===== config.mk =====
export PLATFORM = sky130hd
export DESIGN_NAME = clcr_chip_config
export DESIGN_NICKNAME = d
export VERILOG_FILES = /design/src/hw/clcr_chip_config.v
export VERILOG_INCLUDE_DIRS = /design/src /design/src/hw
export SDC_FILE = /design/constraint.sdc
export NUM_CORES = 1
export LEC_CHECK = 0
export BUFFER_PORTS_ARGS = -buffer_cell sky130_fd_sc_hd__buf_4
export CORE_ASPECT_RATIO = 1.75
export CORE_MARGIN = 2
export CORE_UTILIZATION = 35
export CTS_BUF_LIST = sky130_fd_sc_hd__clkbuf_4 sky130_fd_sc_hd__clkbuf_8 sky130_fd_sc_hd__clkbuf_16
export CTS_CLUSTER_SIZE = 30
export DETAILED_ROUTE_END_ITERATION = 10
export PLACE_DENSITY_LB_ADDON = 0.3
export SLEW_MARGIN = 15
export SYNTH_ARGS = -nofsm -noshare
export SYNTH_HDL_FRONTEND = slang
export SYNTH_SLANG_ARGS = --single-unit

===== constraint.sdc =====
create_clock -name clk -period 1.61 [get_ports clk]
set_input_delay 0 -clock clk [delete_from_list [all_inputs] [get_ports clk]]
set_output_delay 0 -clock clk [all_outputs]
set_load 0.01 [all_outputs]

===== src/hw/clcr_consts.vh =====
// Purpose: Constants for the chip-level configuration register bank
// Assumes: 8-bit index and data ports
// Notes:   Definitions only
`ifndef CLCR_CONSTS_VH
`define CLCR_CONSTS_VH

// ------------------------------------------------------------
// Register indices
// ------------------------------------------------------------
`define CLCR_IDX_CFG_CTRL     8'h02
`define CLCR_IDX_RUN_IDX_SEL  8'h03
`define CLCR_IDX_LDEV_SEL     8'h07
`define CLCR_IDX_GLOBAL_LAST  8'h2F
`define CLCR_IDX_ACTIVATE     8'h30

// ------------------------------------------------------------
// Fields and reset values
// ------------------------------------------------------------
`define CLCR_BIT_SOFT_RESET   0
`define CLCR_BIT_ALT_ACCESS   7
`define CLCR_RUN_IDX_MASK     8'h83
`define CLCR_RST_INDEX        8'h00
`define CLCR_RST_CFG_CTRL     8'h00
`define CLCR_RST_RUN_IDX_SEL  8'h03
`define CLCR_RST_LDEV_SEL     8'h00
`define CLCR_SOFT_RUN_IDX_SEL 8'h03
`define CLCR_SOFT_LDEV_SEL    8'h00

// ------------------------------------------------------------
// Run-mode general-purpose index port addresses
// ------------------------------------------------------------
`define CLCR_GPI_ADDR_00      8'hE0
`define CLCR_GPI_ADDR_01      8'hE2
`define CLCR_GPI_ADDR_10      8'hE4
`define CLCR_GPI_ADDR_11      8'hEA

`endif


===== src/hw/clcr_chip_config.v =====
// Purpose: Chip-level global configuration register bank
// Assumes: Host strobes are one-cycle pulses synchronous to clk
// Notes:   Per-device registers live outside; this block exports selection
//          Soft reset is a one-clock pulse; per-device registers reload on it
//
// Summary of operation
// - Global registers occupy indices 0x00 to 0x2F.
// - All eight index bits are decoded; no aliasing.
// - Unimplemented registers and bits ignore writes, read zero.
// - Host writes index port first; device latches it as selection.
// - Data port accesses act on the latched selected register.
// - Global registers respond only while configuration mode is active.
// - Writing one to bit 0 at 0x02 soft-resets; bit self-clears.
// - Bit 7 at 0x03 enables watchdog and system management interrupt access.
// - Bits 1:0 at 0x03 pick run index port E0/E2/E4/EA.
// - Writing 0x07 selects the logical device for per-device access.
// - Activate command affects only the selected logical device.
`timescale 1ns/100ps
`include "clcr_consts.vh"
`default_nettype none

module clcr_chip_config #(
    parameter NUM_LDEV = 16
) (
    input  wire                clk,
    input  wire                rst,
    input  wire                configMode,
    input  wire                indexWrite,
    input  wire                dataWrite,
    input  wire                dataRead,
    input  wire [7:0]          hostWrData,
    output wire [7:0]          hostRdData,
    output wire                hostRdValid,
    output wire [7:0]          selectedIndex,
    output wire [7:0]          logicalDevice,
    output wire [7:0]          runIndexPortAddr,
    output wire                altAccessEnable,
    output wire                softResetPulse,
    output wire [NUM_LDEV-1:0] activateWrite,
    output wire [7:0]          activateData
);

    // ------------------------------------------------------------
    // Decode helpers
    // ------------------------------------------------------------
    // Exact match on all index bits for the write paths; the read path
    // matches the full index in readMux, so no upper-bit alias can creep in
    function isIndex;
        input [7:0] idx;
        input [7:0] target;
        begin
            isIndex = (idx == target);
        end
    endfunction

    // Global window is the low part of the index space
    function isGlobal;
        input [7:0] idx;
        begin
            isGlobal = (idx <= `CLCR_IDX_GLOBAL_LAST);
        end
    endfunction

    // Read value of the selected global register; anything that holds
    // no state answers zero
    function [7:0] readMux;
        input [7:0] idx;
        input [7:0] runIdx;
        input [7:0] ldev;
        begin
            case (idx)
                `CLCR_IDX_CFG_CTRL: begin
                    readMux = 8'h00;
                end
                `CLCR_IDX_RUN_IDX_SEL: begin
                    readMux = runIdx;
                end
                `CLCR_IDX_LDEV_SEL: begin
                    readMux = ldev;
                end
                default: begin
                    readMux = 8'h00;
                end
            endcase
        end
    endfunction

    // Run-mode address of the general-purpose index port
    function [7:0] gpiAddr;
        input [1:0] sel;
        begin
            case (sel)
                2'b00: begin
                    gpiAddr = `CLCR_GPI_ADDR_00;
                end
                2'b01: begin
                    gpiAddr = `CLCR_GPI_ADDR_01;
                end
                2'b10: begin
                    gpiAddr = `CLCR_GPI_ADDR_10;
                end
                default: begin
                    gpiAddr = `CLCR_GPI_ADDR_11;
                end
            endcase
        end
    endfunction

    // ------------------------------------------------------------
    // State
    // ------------------------------------------------------------
    // Registered outputs; every pulse stands exactly one clock
    reg  [7:0]          index_ff;
    reg  [7:0]          runIdx_ff;
    reg  [7:0]          ldev_ff;
    reg  [7:0]          rdData_ff;
    reg                 rdValid_ff;
    reg                 softRst_ff;
    reg  [7:0]          actData_ff;
    reg  [NUM_LDEV-1:0] actWrite_ff;

    // Next-state values, set combinationally; nxt_actWrite by one assign per device
    reg  [7:0]          nxt_index;
    reg  [7:0]          nxt_runIdx;
    reg  [7:0]          nxt_ldev;
    reg  [7:0]          nxt_rdData;
    reg                 nxt_rdValid;
    reg  [7:0]          nxt_actData;
    wire [NUM_LDEV-1:0] nxt_actWrite;

    // ------------------------------------------------------------
    // Host strobe qualification
    // ------------------------------------------------------------
    // Nothing is taken outside configuration mode, not even the index
    wire idxWr = indexWrite & configMode;
    wire wrCfg = dataWrite & configMode;
    wire rdCfg = dataRead & configMode;

    // Index hits for the write paths and the read window check; readMux decodes the read index itself
    wire hitCfgCtrl  = isIndex(index_ff, `CLCR_IDX_CFG_CTRL);
    wire hitRunIdx   = isIndex(index_ff, `CLCR_IDX_RUN_IDX_SEL);
    wire hitLdev     = isIndex(index_ff, `CLCR_IDX_LDEV_SEL);
    wire hitActivate = isIndex(index_ff, `CLCR_IDX_ACTIVATE);
    wire hitGlobal   = isGlobal(index_ff);

    // Config-control holds no state: the write becomes a pulse only,
    // which is what makes the soft-reset bit clear itself
    wire softRst = wrCfg & hitCfgCtrl
                   & hostWrData[`CLCR_BIT_SOFT_RESET];

    // ------------------------------------------------------------
    // Index latch
    // ------------------------------------------------------------
    // The index is kept across a soft reset so the host is not lost
    always @* begin
        nxt_index = index_ff;
        if (idxWr) begin
            nxt_index = hostWrData;
        end
    end

    always @(posedge clk or posedge rst) begin
        if (rst) begin
            index_ff <= `CLCR_RST_INDEX;
        end else begin
            index_ff <= nxt_index;
        end
    end

    // ------------------------------------------------------------
    // Run-mode index address select
    // ------------------------------------------------------------
    // Soft reset wins over a data write in the same cycle
    always @* begin
        nxt_runIdx = runIdx_ff;
        if (softRst) begin
            nxt_runIdx = `CLCR_SOFT_RUN_IDX_SEL;
        end else if (wrCfg & hitRunIdx) begin
            // Reserved bits 6:2 are masked so they always read zero
            nxt_runIdx = hostWrData & `CLCR_RUN_IDX_MASK;
        end
    end

    always @(posedge clk or posedge rst) begin
        if (rst) begin
            runIdx_ff <= `CLCR_RST_RUN_IDX_SEL;
        end else begin
            runIdx_ff <= nxt_runIdx;
        end
    end

    // ------------------------------------------------------------
    // Logical device select
    // ------------------------------------------------------------
    // The number is stored whole, even one with no device behind it
    always @* begin
        nxt_ldev = ldev_ff;
        if (softRst) begin
            nxt_ldev = `CLCR_SOFT_LDEV_SEL;
        end else if (wrCfg & hitLdev) begin
            nxt_ldev = hostWrData;
        end
    end

    always @(posedge clk or posedge rst) begin
        if (rst) begin
            ldev_ff <= `CLCR_RST_LDEV_SEL;
        end else begin
            ldev_ff <= nxt_ldev;
        end
    end

    // ------------------------------------------------------------
    // Read port
    // ------------------------------------------------------------
    // Indices above the global window are left unanswered so that the
    // per-device logic can drive the data port instead
    always @* begin
        nxt_rdValid = 1'b0;
        nxt_rdData  = 8'h00;
        if (rdCfg & hitGlobal) begin
            nxt_rdValid = 1'b1;
            nxt_rdData  = readMux(index_ff, runIdx_ff, ldev_ff);
        end
    end

    always @(posedge clk or posedge rst) begin
        if (rst) begin
            rdValid_ff <= 1'b0;
            rdData_ff  <= 8'h00;
        end else begin
            rdValid_ff <= nxt_rdValid;
            rdData_ff  <= nxt_rdData;
        end
    end

    // ------------------------------------------------------------
    // Soft reset pulse
    // ------------------------------------------------------------
    // One clock wide; the per-device registers reload on it
    always @(posedge clk or posedge rst) begin
        if (rst) begin
            softRst_ff <= 1'b0;
        end else begin
            softRst_ff <= softRst;
        end
    end

    // ------------------------------------------------------------
    // Activate routing
    // ------------------------------------------------------------
    // Data goes to every device, but the write strobe only to the one
    // selected; a device number beyond NUM_LDEV reaches nobody
    always @* begin
        nxt_actData = 8'h00;
        if (wrCfg) begin
            nxt_actData = hostWrData;
        end
    end

    genvar g;
    generate
        for (g = 0; g < NUM_LDEV; g = g + 1) begin : gen_act
            // Each device compares the stored number against its own
            localparam [7:0] DEV_NUM = g;
            assign nxt_actWrite[g] = wrCfg & hitActivate
                                     & (ldev_ff == DEV_NUM);
        end
    endgenerate

    // Registered so every device sees strobe and data in one cycle
    always @(posedge clk or posedge rst) begin
        if (rst) begin
            actWrite_ff <= {NUM_LDEV{1'b0}};
            actData_ff  <= 8'h00;
        end else begin
            actWrite_ff <= nxt_actWrite;
            actData_ff  <= nxt_actData;
        end
    end

    // ------------------------------------------------------------
    // Outputs
    // ------------------------------------------------------------
    // Pulses and read data all come straight from flip-flops
    assign hostRdData       = rdData_ff;
    assign hostRdValid      = rdValid_ff;
    assign selectedIndex    = index_ff;
    assign logicalDevice    = ldev_ff;

    // Only bits 1:0 steer the run-mode port address
    assign runIndexPortAddr = gpiAddr(runIdx_ff[1:0]);
    // This block only reports the enable; the gated registers sit in
    // the per-device logic, which must honour it
    assign altAccessEnable  = runIdx_ff[`CLCR_BIT_ALT_ACCESS];
    assign softResetPulse   = softRst_ff;
    assign activateWrite    = actWrite_ff;
    assign activateData     = actData_ff;

endmodule

`default_nettype wire


==> results of run 1 <==
[worst reg2reg max path: cells and delay by family, from the launching register on]
family	cells	cell delay, ns
simple gates	2	1.03
compound gates	1	0.20
flops	1	0.40
[flip-flops by register name (all words and copies together), names as in the netlist]
name            cells
activateData        8
activateWrite      16
hostRdData          8
hostRdValid         1
logicalDevice       8
runIdx_ff           3
selectedIndex       8
softResetPulse      1
[layer usage]
metal / up-vias / GRT usage (%)
li1: 766 / -
met1: 797 / 17.16
met2: 52 / 26.86
met3: 12 / 3.067
met4: 0 / 9.119
met5: - / 0
[cells in the mapped netlist (all sizes together) (3+ instances only)]
master  number  area [um^2]
a22o         8        70.07
and2         7        43.79
and3         8        50.05
buf          6        42.54
clkbuf       5        18.77
dfrtp       51         1276
inv          5        18.77
mux2         7        78.83
mux2i        3        30.03
nand2        6        22.52
nand4        4        25.02
nor2        20        75.07
nor3         5        30.03
nor4         6        37.54
[through the flow]
| step | utilization, % | cells | setup TNS [ns] |
|---|---|---|---|
| 6_report | 51.83 | 342 | -0.6283 |
| 2_1_floorplan | - | 171 | -1.885 |
| 4_1_cts | 51.46 | 341 | -0.6018 |
| 5_1_grt | 51.83 | 342 | -1.457 |
| 3_3_place_gp | 47.68 | 324 | -2.169 |
| 3_5_place_dp | 47.68 | 324 | -2.298 |
[timing repair]
item / CTS / global route
endpoints found under the setup margin: 19 / 19
resized for setup: 3 / 3
setup buffers: 0 / 1
hold buffers: 9 / 0
hold endpoints to repair: 38 / 0
pin swaps: 3 / 1
[worst paths after layout]
check / end / slack (ns) / depth (start not counted) / start
max: runIdx_ff[0] / -0.08 / 3 / selectedIndex[3]
min: activateData[4] / 0.02 / 2 / dataWrite
max reg2reg: runIdx_ff[0] / -0.08 / 3 / selectedIndex[3]
min reg2reg: softResetPulse / 0.57 / 2 / selectedIndex[0]
max in group asynchronous: hostRdData[3] / 0.81 / 4 / rst
min in group asynchronous: logicalDevice[1] / 0.20 / 3 / rst
[final cells by class]
cell class / count / area (um^2) / area share (%)
Timing Repair Buffer: 96 / 743.2 / 24.78
Clock inverter: 2 / 37.54 / 1.252
Tap cell: 78 / 97.59 / 3.254
Multi-Input combinational cell: 102 / 690.7 / 23.03
Inverter: 5 / 18.77 / 0.6258
Clock buffer: 6 / 82.58 / 2.753
Sequential cell: 53 / 1329 / 44.31
[cells by family (layout without fill, tap and decap cells)]
group                  count (synthesis)  after routing  share of synthesized area [%]
and+or+nand+nor                       72             72                          20.47
DFF                                   53             53                          64.32
buffers and inverters                 16            109                          3.877
AOI/OAI and AO/OA                     15             15                          5.694
muxes                                 10             10                          5.270
other                                  2              5                         0.3636
[power by group through the flow]
stage	sequential (W)	combinational [W]	clock (W)
after floorplan	0.00156	0.000260	0
after global placement	0.00153	0.000611	0
after detailed placement	0.00153	0.000615	0
after CTS	0.00151	0.000640	0.000939
after global routing	0.00152	0.000694	0.000991
final	0.00151	0.000643	0.000919
==> impl_metrics.toml, run 1 <==
[placed_design]
dpl_cell_area_um2 = 2759
dp_hpwl_um = 3783
dpl_worst_slack_ns = -0.1776
place_congestion = 0.7752
numPortBuffers = 67

[outcome]
failed_checks = "negative setup slack"
status = "finished with violations"

[run]
maxCapViolCount = 0

[worst_hold_path]
hold_class = "in -> reg"

[grt]
antenna_found_initial = 0
grt_max_degree = 24
grt.total_usage_pct = 15.83
grt_pass1_vias = 1604
grt_pass1_wl_um = 7665
grt-ovfl-total = 0

[timing]
skew_ns = 0.006497
report.final.slew_viol_count = 0
setup_violations = 18
hold_viol = 0
finalCritPeriodShare_pct = 105.2
fmax_ghz = 0.5907
setup_ws_ns = -0.08292
min_period_ns = 1.693
holdWs_ns = 0.02008
rsz0062_at_grt = "yes"

[setup_path]
cp_slowest_cell = "or4b_4"
crit_family = "simple AND/OR/NAND/NOR gates"
crit_type = "reg -> reg"
cp.arrival_ns = 1.93
crit_chain = "or4b_4 -> or4_4 -> a22o_1"
cp_max_fo = 8
cp.required_ns = 1.84
path_buf_inv = 0
end_kind = "register"
cp-start-kind = "register"
critPathMaxStageDelay_ns = 0.58

[synthesis]
yosys.cell_types.count = 33
synthCells = 168
ys_warn_count = 0
synth_edf_count = 0
syn-mean-instance-area_um2 = 12.30
syn-cell-area_um2 = 2066
synth_ff_type = "dfrtp_1"
ys_seq_area_share_pct = 64.32
async_reset_ff_share_pct = 100.0
synth_seq_cells = 53

[finish]
filler_cell_count = 551
final_cell_mix = "87 x buf_4, 51 x dfrtp_1, 17 x nor2_1"
antennaDiodeCount = 0
nets = 277
syn_to_final_growth_pct = 45.18
final_common_cell = "buf_4"
layout-drive-gt1-share_pct = 44.32
design_area_um2 = 2999

[drt]
drt-initial-drc-count = 24
vias_per_cell = 4.757
drt-total-wl_um = 4939
highest_layer = "met4"
drcViolationCount = 0
post_drt_wl_per_cell_um = 14.44
vias = 1627
drt-met1-wl_um = 1767
met2WireLength_um = 2740
drtPass1Iterations = 6
met3_length_um = 238
ant_nets = 0

[floorplan]
die_y_um = 105.6
dieArea_um2 = 6557
std_cell_rows = 37
core_area_um2 = 5787
io_pins = 73
die_w_um = 62.08
start_util_pct = 35.70

[power]
p_leak_nw = 1.505
power_w = 0.003070
netSwitchingPower_w = 0.0008004
peakVddDrop_uv = 825.4
switching_share_pct = 26.08
pwr-share-clk_pct = 29.9
p_int_w = 0.002269
power_frac_seq_pct = 49.1
combPwrFrac_pct = 20.9
power_density_nw_per_um2 = 1023

[clock_network]
worstSkewPairLatency_ns = 0.30
clkTransAtPathRegs_ns = 0.09
clock_sinks = 53
clock_tree.root_cell = "clkbuf_8"
htreeDepth = 2
numCtsBuffers = 5
cts_tree = "yes"
clock_path_buffers = 2
Note: power is estimated with default switching activity, not from simulation.
==> inputs of run 2 (changes only) <==
--- a/config.mk
+++ b/config.mk
@@ -9,7 +9,7 @@
 export BUFFER_PORTS_ARGS = -buffer_cell sky130_fd_sc_hd__buf_4
 export CORE_ASPECT_RATIO = 1.75
 export CORE_MARGIN = 2
-export CORE_UTILIZATION = 35
+export CORE_UTILIZATION = 30
 export CTS_BUF_LIST = sky130_fd_sc_hd__clkbuf_4 sky130_fd_sc_hd__clkbuf_8 sky130_fd_sc_hd__clkbuf_16
 export CTS_CLUSTER_SIZE = 30
 export DETAILED_ROUTE_END_ITERATION = 10
==> impl_metrics.toml, run 2 (same netlist as run 1, synthesis figures left out) <==
[placed_design]
place_congestion = 0.7906
numPortBuffers = 67
dpl_worst_slack_ns = -0.1732
dp_hpwl_um = 3899

[grt]
antenna_found_initial = 0
grt_pass1_wl_um = 8100
grt_pass1_vias = 1656
grt_max_degree = 33
grt-ovfl-total = 0
grt.total_usage_pct = 14.36

[floorplan]
die_w_um = 66.73
start_util_pct = 30.57
dieArea_um2 = 7591
io_pins = 73
die_y_um = 113.8
std_cell_rows = 40
core_area_um2 = 6756

[drt]
post_drt_wl_per_cell_um = 15.04
ant_nets = 0
drcViolationCount = 0
drt-initial-drc-count = 69
drt-total-wl_um = 5220
vias_per_cell = 4.637
vias = 1609
drtPass1Iterations = 4

[timing]
setup_violations = 17
rsz0062_at_grt = "yes"
setup_ws_ns = -0.08172
report.final.slew_viol_count = 0
skew_ns = 0.005094
fmax_ghz = 0.5911
min_period_ns = 1.692
hold_viol = 0
finalCritPeriodShare_pct = 105.1
holdWs_ns = 0.04311

[clock_network]
clock_tree.root_cell = "clkbuf_16"
htreeDepth = 2
numCtsBuffers = 5
cts_tree = "yes"
clock_sinks = 53
worstSkewPairLatency_ns = 0.29
clock_path_buffers = 2
clkTransAtPathRegs_ns = 0.06

[power]
netSwitchingPower_w = 0.0008249
power_density_nw_per_um2 = 1053
p_leak_nw = 1.525
pwr-share-clk_pct = 32.9
peakVddDrop_uv = 442.5
power_frac_seq_pct = 47.0
switching_share_pct = 25.66
combPwrFrac_pct = 20.1
p_int_w = 0.002390
power_w = 0.003214

[setup_path]
end_kind = "register"
cp_max_fo = 6
critPathMaxStageDelay_ns = 0.59
cp_slowest_cell = "or4b_4"
cp.required_ns = 1.83
crit_chain = "or4b_4 -> or4_4 -> a22o_1"
path_buf_inv = 0
crit_family = "simple AND/OR/NAND/NOR gates"
crit_type = "reg -> reg"
cp-start-kind = "register"
cp.arrival_ns = 1.91

[finish]
syn_to_final_growth_pct = 47.73
largest_register_ffs = 16
layout-drive-gt1-share_pct = 44.49
final_common_cell = "buf_4"
antennaDiodeCount = 0
nets = 277
final_cell_mix = "87 x buf_4, 51 x dfrtp_1, 18 x nor2_1"

[outcome]
status = "finished with violations"
failed_checks = "negative setup slack"

[run]
maxCapViolCount = 0

[worst_hold_path]
hold_class = "in -> reg"
==> run 2: cell types whose count changed in the layout (fill, tap and decap cells not counted), sizes merged <==
cell | previous run | this run
clkbuf | 6 | 7
clkinvlp | 1 | 0
bufinv | 1 | 0
==> run 2: per-stage QoR <==
| stage | util [%] | setup TNS (ns) | std cells | area [um^2] |
|---|---|---|---|---|
| 6_report | 45.17 | -0.5616 | 347 | 3052 |
| 2_1_floorplan | - | -1.885 | 171 | 2083 |
| 5_1_grt | 45.17 | -0.9779 | 347 | 3052 |
| 3_5_place_dp | 41.06 | -2.096 | 331 | 2774 |
| 4_1_cts | 44.83 | -0.4400 | 347 | 3029 |
| 3_3_place_gp | 41.06 | -2.012 | 331 | 2774 |
==> run 2: layout make-up <==
class	count	area, um^2
flip-flops and latches	53	1329
inverters	5	18.77
clock buffers	7	146.4
fillers	666	3705
well taps	84	105.1
repair buffers	96	743.2
multi-input cells	102	709.4
==> run 2: per-layer routing <==
metal	GRT usage, %	share of wire, %	up-vias
met1	15.02	37	774
li1	-	-	765
met2	26.60	56	57
met5	0	0	-
met4	7.347	3.1	0
met3	2.268	4.7	13
==> run 2: final timing paths <==
kind / start / endpoint / slack [ns] / cells after the start
max in group asynchronous: rst / runIdx_ff[1] / 0.93 / 4
min in group asynchronous: rst / logicalDevice[6] / 0.32 / 4
setup reg to reg: selectedIndex[3] / runIdx_ff[0] / -0.08 / 3
setup / recovery: selectedIndex[3] / runIdx_ff[0] / -0.08 / 3
hold reg to reg: runIdx_ff[7] / runIdx_ff[7] / 0.57 / 2
hold / removal: dataWrite / activateData[3] / 0.04 / 2
==> run 2: what timing repair did <==
action / in CTS / in global routing
setup endpoints to repair: 20 / 21
hold endpoints to repair: 74 / 0
resized for setup: 4 / 4
setup buffers: 0 / 0
pin swaps: 2 / 0
hold buffers: 9 / 0
==> run 2: worst reg2reg max path, cell delays in order, from the launching register on <==
cell and delay [ns]:
dfrtp_1 0.38, or4b_4 0.59, or4_4 0.45, a22o_1 0.20
==> run 2: power by group through the flow <==
stage,Combinational (W),Clock (W),Sequential (W)
2_1_floorplan,0.000260,0,0.00156
3_3_place_gp,0.000612,0,0.00153
3_5_place_dp,0.000619,0,0.00154
4_1_cts,0.000645,0.00108,0.00151
5_1_grt,0.000699,0.00114,0.00152
6_report,0.000646,0.00106,0.00151
==> inputs of run 3 (changes only) <==
--- a/config.mk
+++ b/config.mk
@@ -10,9 +10,9 @@
 export CORE_ASPECT_RATIO = 1.75
 export CORE_MARGIN = 2
 export CORE_UTILIZATION = 30
-export CTS_BUF_LIST = sky130_fd_sc_hd__clkbuf_4 sky130_fd_sc_hd__clkbuf_8 sky130_fd_sc_hd__clkbuf_16
 export CTS_CLUSTER_SIZE = 30
 export DETAILED_ROUTE_END_ITERATION = 10
+export GPL_TIMING_DRIVEN = 1
 export PLACE_DENSITY_LB_ADDON = 0.3
 export SLEW_MARGIN = 15
 export SYNTH_ARGS = -nofsm -noshare
==> impl_metrics.toml, run 3 (same netlist as run 1, synthesis figures left out) <==
[timing]
rsz0062_at_grt = "yes"
setup_ws_ns = -0.07988
report.final.slew_viol_count = 0
min_period_ns = 1.690
hold_viol = 0
holdWs_ns = 0.04214
finalCritPeriodShare_pct = 105.0
setup_violations = 17
skew_ns = 0.005106
fmax_ghz = 0.5918

[power]
peakVddDrop_uv = 443.2
switching_share_pct = 25.77
pwr-share-clk_pct = 32.6
power_density_nw_per_um2 = 1049
p_leak_nw = 1.522
p_int_w = 0.002373
power_frac_seq_pct = 47.2
netSwitchingPower_w = 0.0008239
combPwrFrac_pct = 20.2

[drt]
drtPass1Iterations = 4
ant_nets = 0
post_drt_wl_per_cell_um = 15.01
vias_per_cell = 4.599
vias = 1596
drt-initial-drc-count = 68
drt-total-wl_um = 5207
drcViolationCount = 0

[setup_path]
rr_startpoint = "selectedIndex[3]"
crit_chain = "or4b_4 -> or4_4 -> a22o_1"
cp-start-kind = "register"
r2r_cells = 3
crit_type = "reg -> reg"
cp_slowest_cell = "or4b_4"
critPathMaxStageDelay_ns = 0.59
end_kind = "register"
rrSetupSlack_ns = -0.08
path_buf_inv = 0
crit_family = "simple AND/OR/NAND/NOR gates"
cp.required_ns = 1.83
cp.arrival_ns = 1.91
reg2reg_to = "runIdx_ff[0]"
cp_max_fo = 6

[floorplan]
std_cell_rows = 40
start_util_pct = 30.57
core_area_um2 = 6756
die_w_um = 66.73
die_y_um = 113.8
io_pins = 73
dieArea_um2 = 7591

[placed_design]
place_congestion = 0.7906
numPortBuffers = 67
dp_hpwl_um = 3899
dpl_worst_slack_ns = -0.1732
dpl_cell_area_um2 = 2774

[clock_network]
clock_tree.root_cell = "clkbuf_16"
clkTransAtPathRegs_ns = 0.06
numCtsBuffers = 5
cts_setup_buffers = 0
worstSkewPairLatency_ns = 0.29
cts_tree = "yes"
htreeDepth = 2
clock_path_buffers = 2
clock_sinks = 53

[finish]
design_area_um2 = 3048
fin_util_pct = 45.11
nets = 277
final_cell_mix = "87 x buf_4, 51 x dfrtp_1, 18 x nor2_1"
largest_register_ffs = 16
antennaDiodeCount = 0
multi_input_area_um2 = 709.4
final_common_cell = "buf_4"
filler_cell_count = 666
syn_to_final_growth_pct = 47.55
layout-drive-gt1-share_pct = 44.11
regArea_um2 = 1329

[grt]
grt_max_degree = 33
grt_pass1_wl_um = 8100
grt_pass1_vias = 1656
antenna_found_initial = 0
grt.total_usage_pct = 14.36
grt-ovfl-total = 0

[worst_hold_path]
hold_start = "dataWrite"
hold_end = "activateData[3]"
hold_class = "in -> reg"
holdPathStages = 2

[run]
maxCapViolCount = 0

[outcome]
status = "finished with violations"
failed_checks = "negative setup slack"
[run 3: cell type report]
type	count	share of cell area, %
Tap cell	84	3.448
Sequential cell	53	43.60
Clock buffer	7	4.680
Multi-Input combinational cell	102	23.28
Timing Repair Buffer	96	24.38
Inverter	5	0.6158
[run 3: worst max-delay path by stage]
stage | start | end | cells after the start
floorplan | selectedIndex[3] | runIdx_ff[0] | 4
global placement | selectedIndex[3] | hostRdData[2] | 4
detailed placement | selectedIndex[3] | runIdx_ff[7] | 4
CTS | selectedIndex[3] | runIdx_ff[0] | 3
global route | selectedIndex[3] | runIdx_ff[0] | 3
finish | selectedIndex[3] | runIdx_ff[0] | 3
[run 3: what timing repair did]
action,CTS,global route
endpoints found under the setup margin,20,21
gates resized for setup,4,4
pin swaps,2,0
hold buffers,9,0
endpoints found under the hold margin,74,0
[run 3: routing by layer]
layer | GRT usage, % | routed length [um] | vias to the layer above
li1 | - | - | 765
met1 | 15.02 | 1934 | 772
met2 | 26.60 | 2914 | 48
met3 | 2.268 | 214 | 11
met4 | 7.347 | 143 | 0
met5 | 0 | 0 | -
[run 3: power groups by stage]
stage | sequential [W] | clock [W] | combinational, W
CTS | 0.00151 | 0.00107 | 0.000645
global placement | 0.00153 | 0 | 0.000612
floorplan | 0.00156 | 0 | 0.000260
global route | 0.00152 | 0.00112 | 0.000699
finish | 0.00151 | 0.00104 | 0.000645
detailed placement | 0.00154 | 0 | 0.000619
[run 3: per-stage QoR]
stage / cells / power, W / setup TNS [ns]
2_1_floorplan: 171 / 0.001820 / -1.885
3_3_place_gp: 331 / 0.002145 / -2.012
3_5_place_dp: 331 / 0.002154 / -2.096
4_1_cts: 347 / 0.003223 / -0.4406
5_1_grt: 347 / 0.003345 / -0.9748
6_report: 347 / 0.003197 / -0.5419
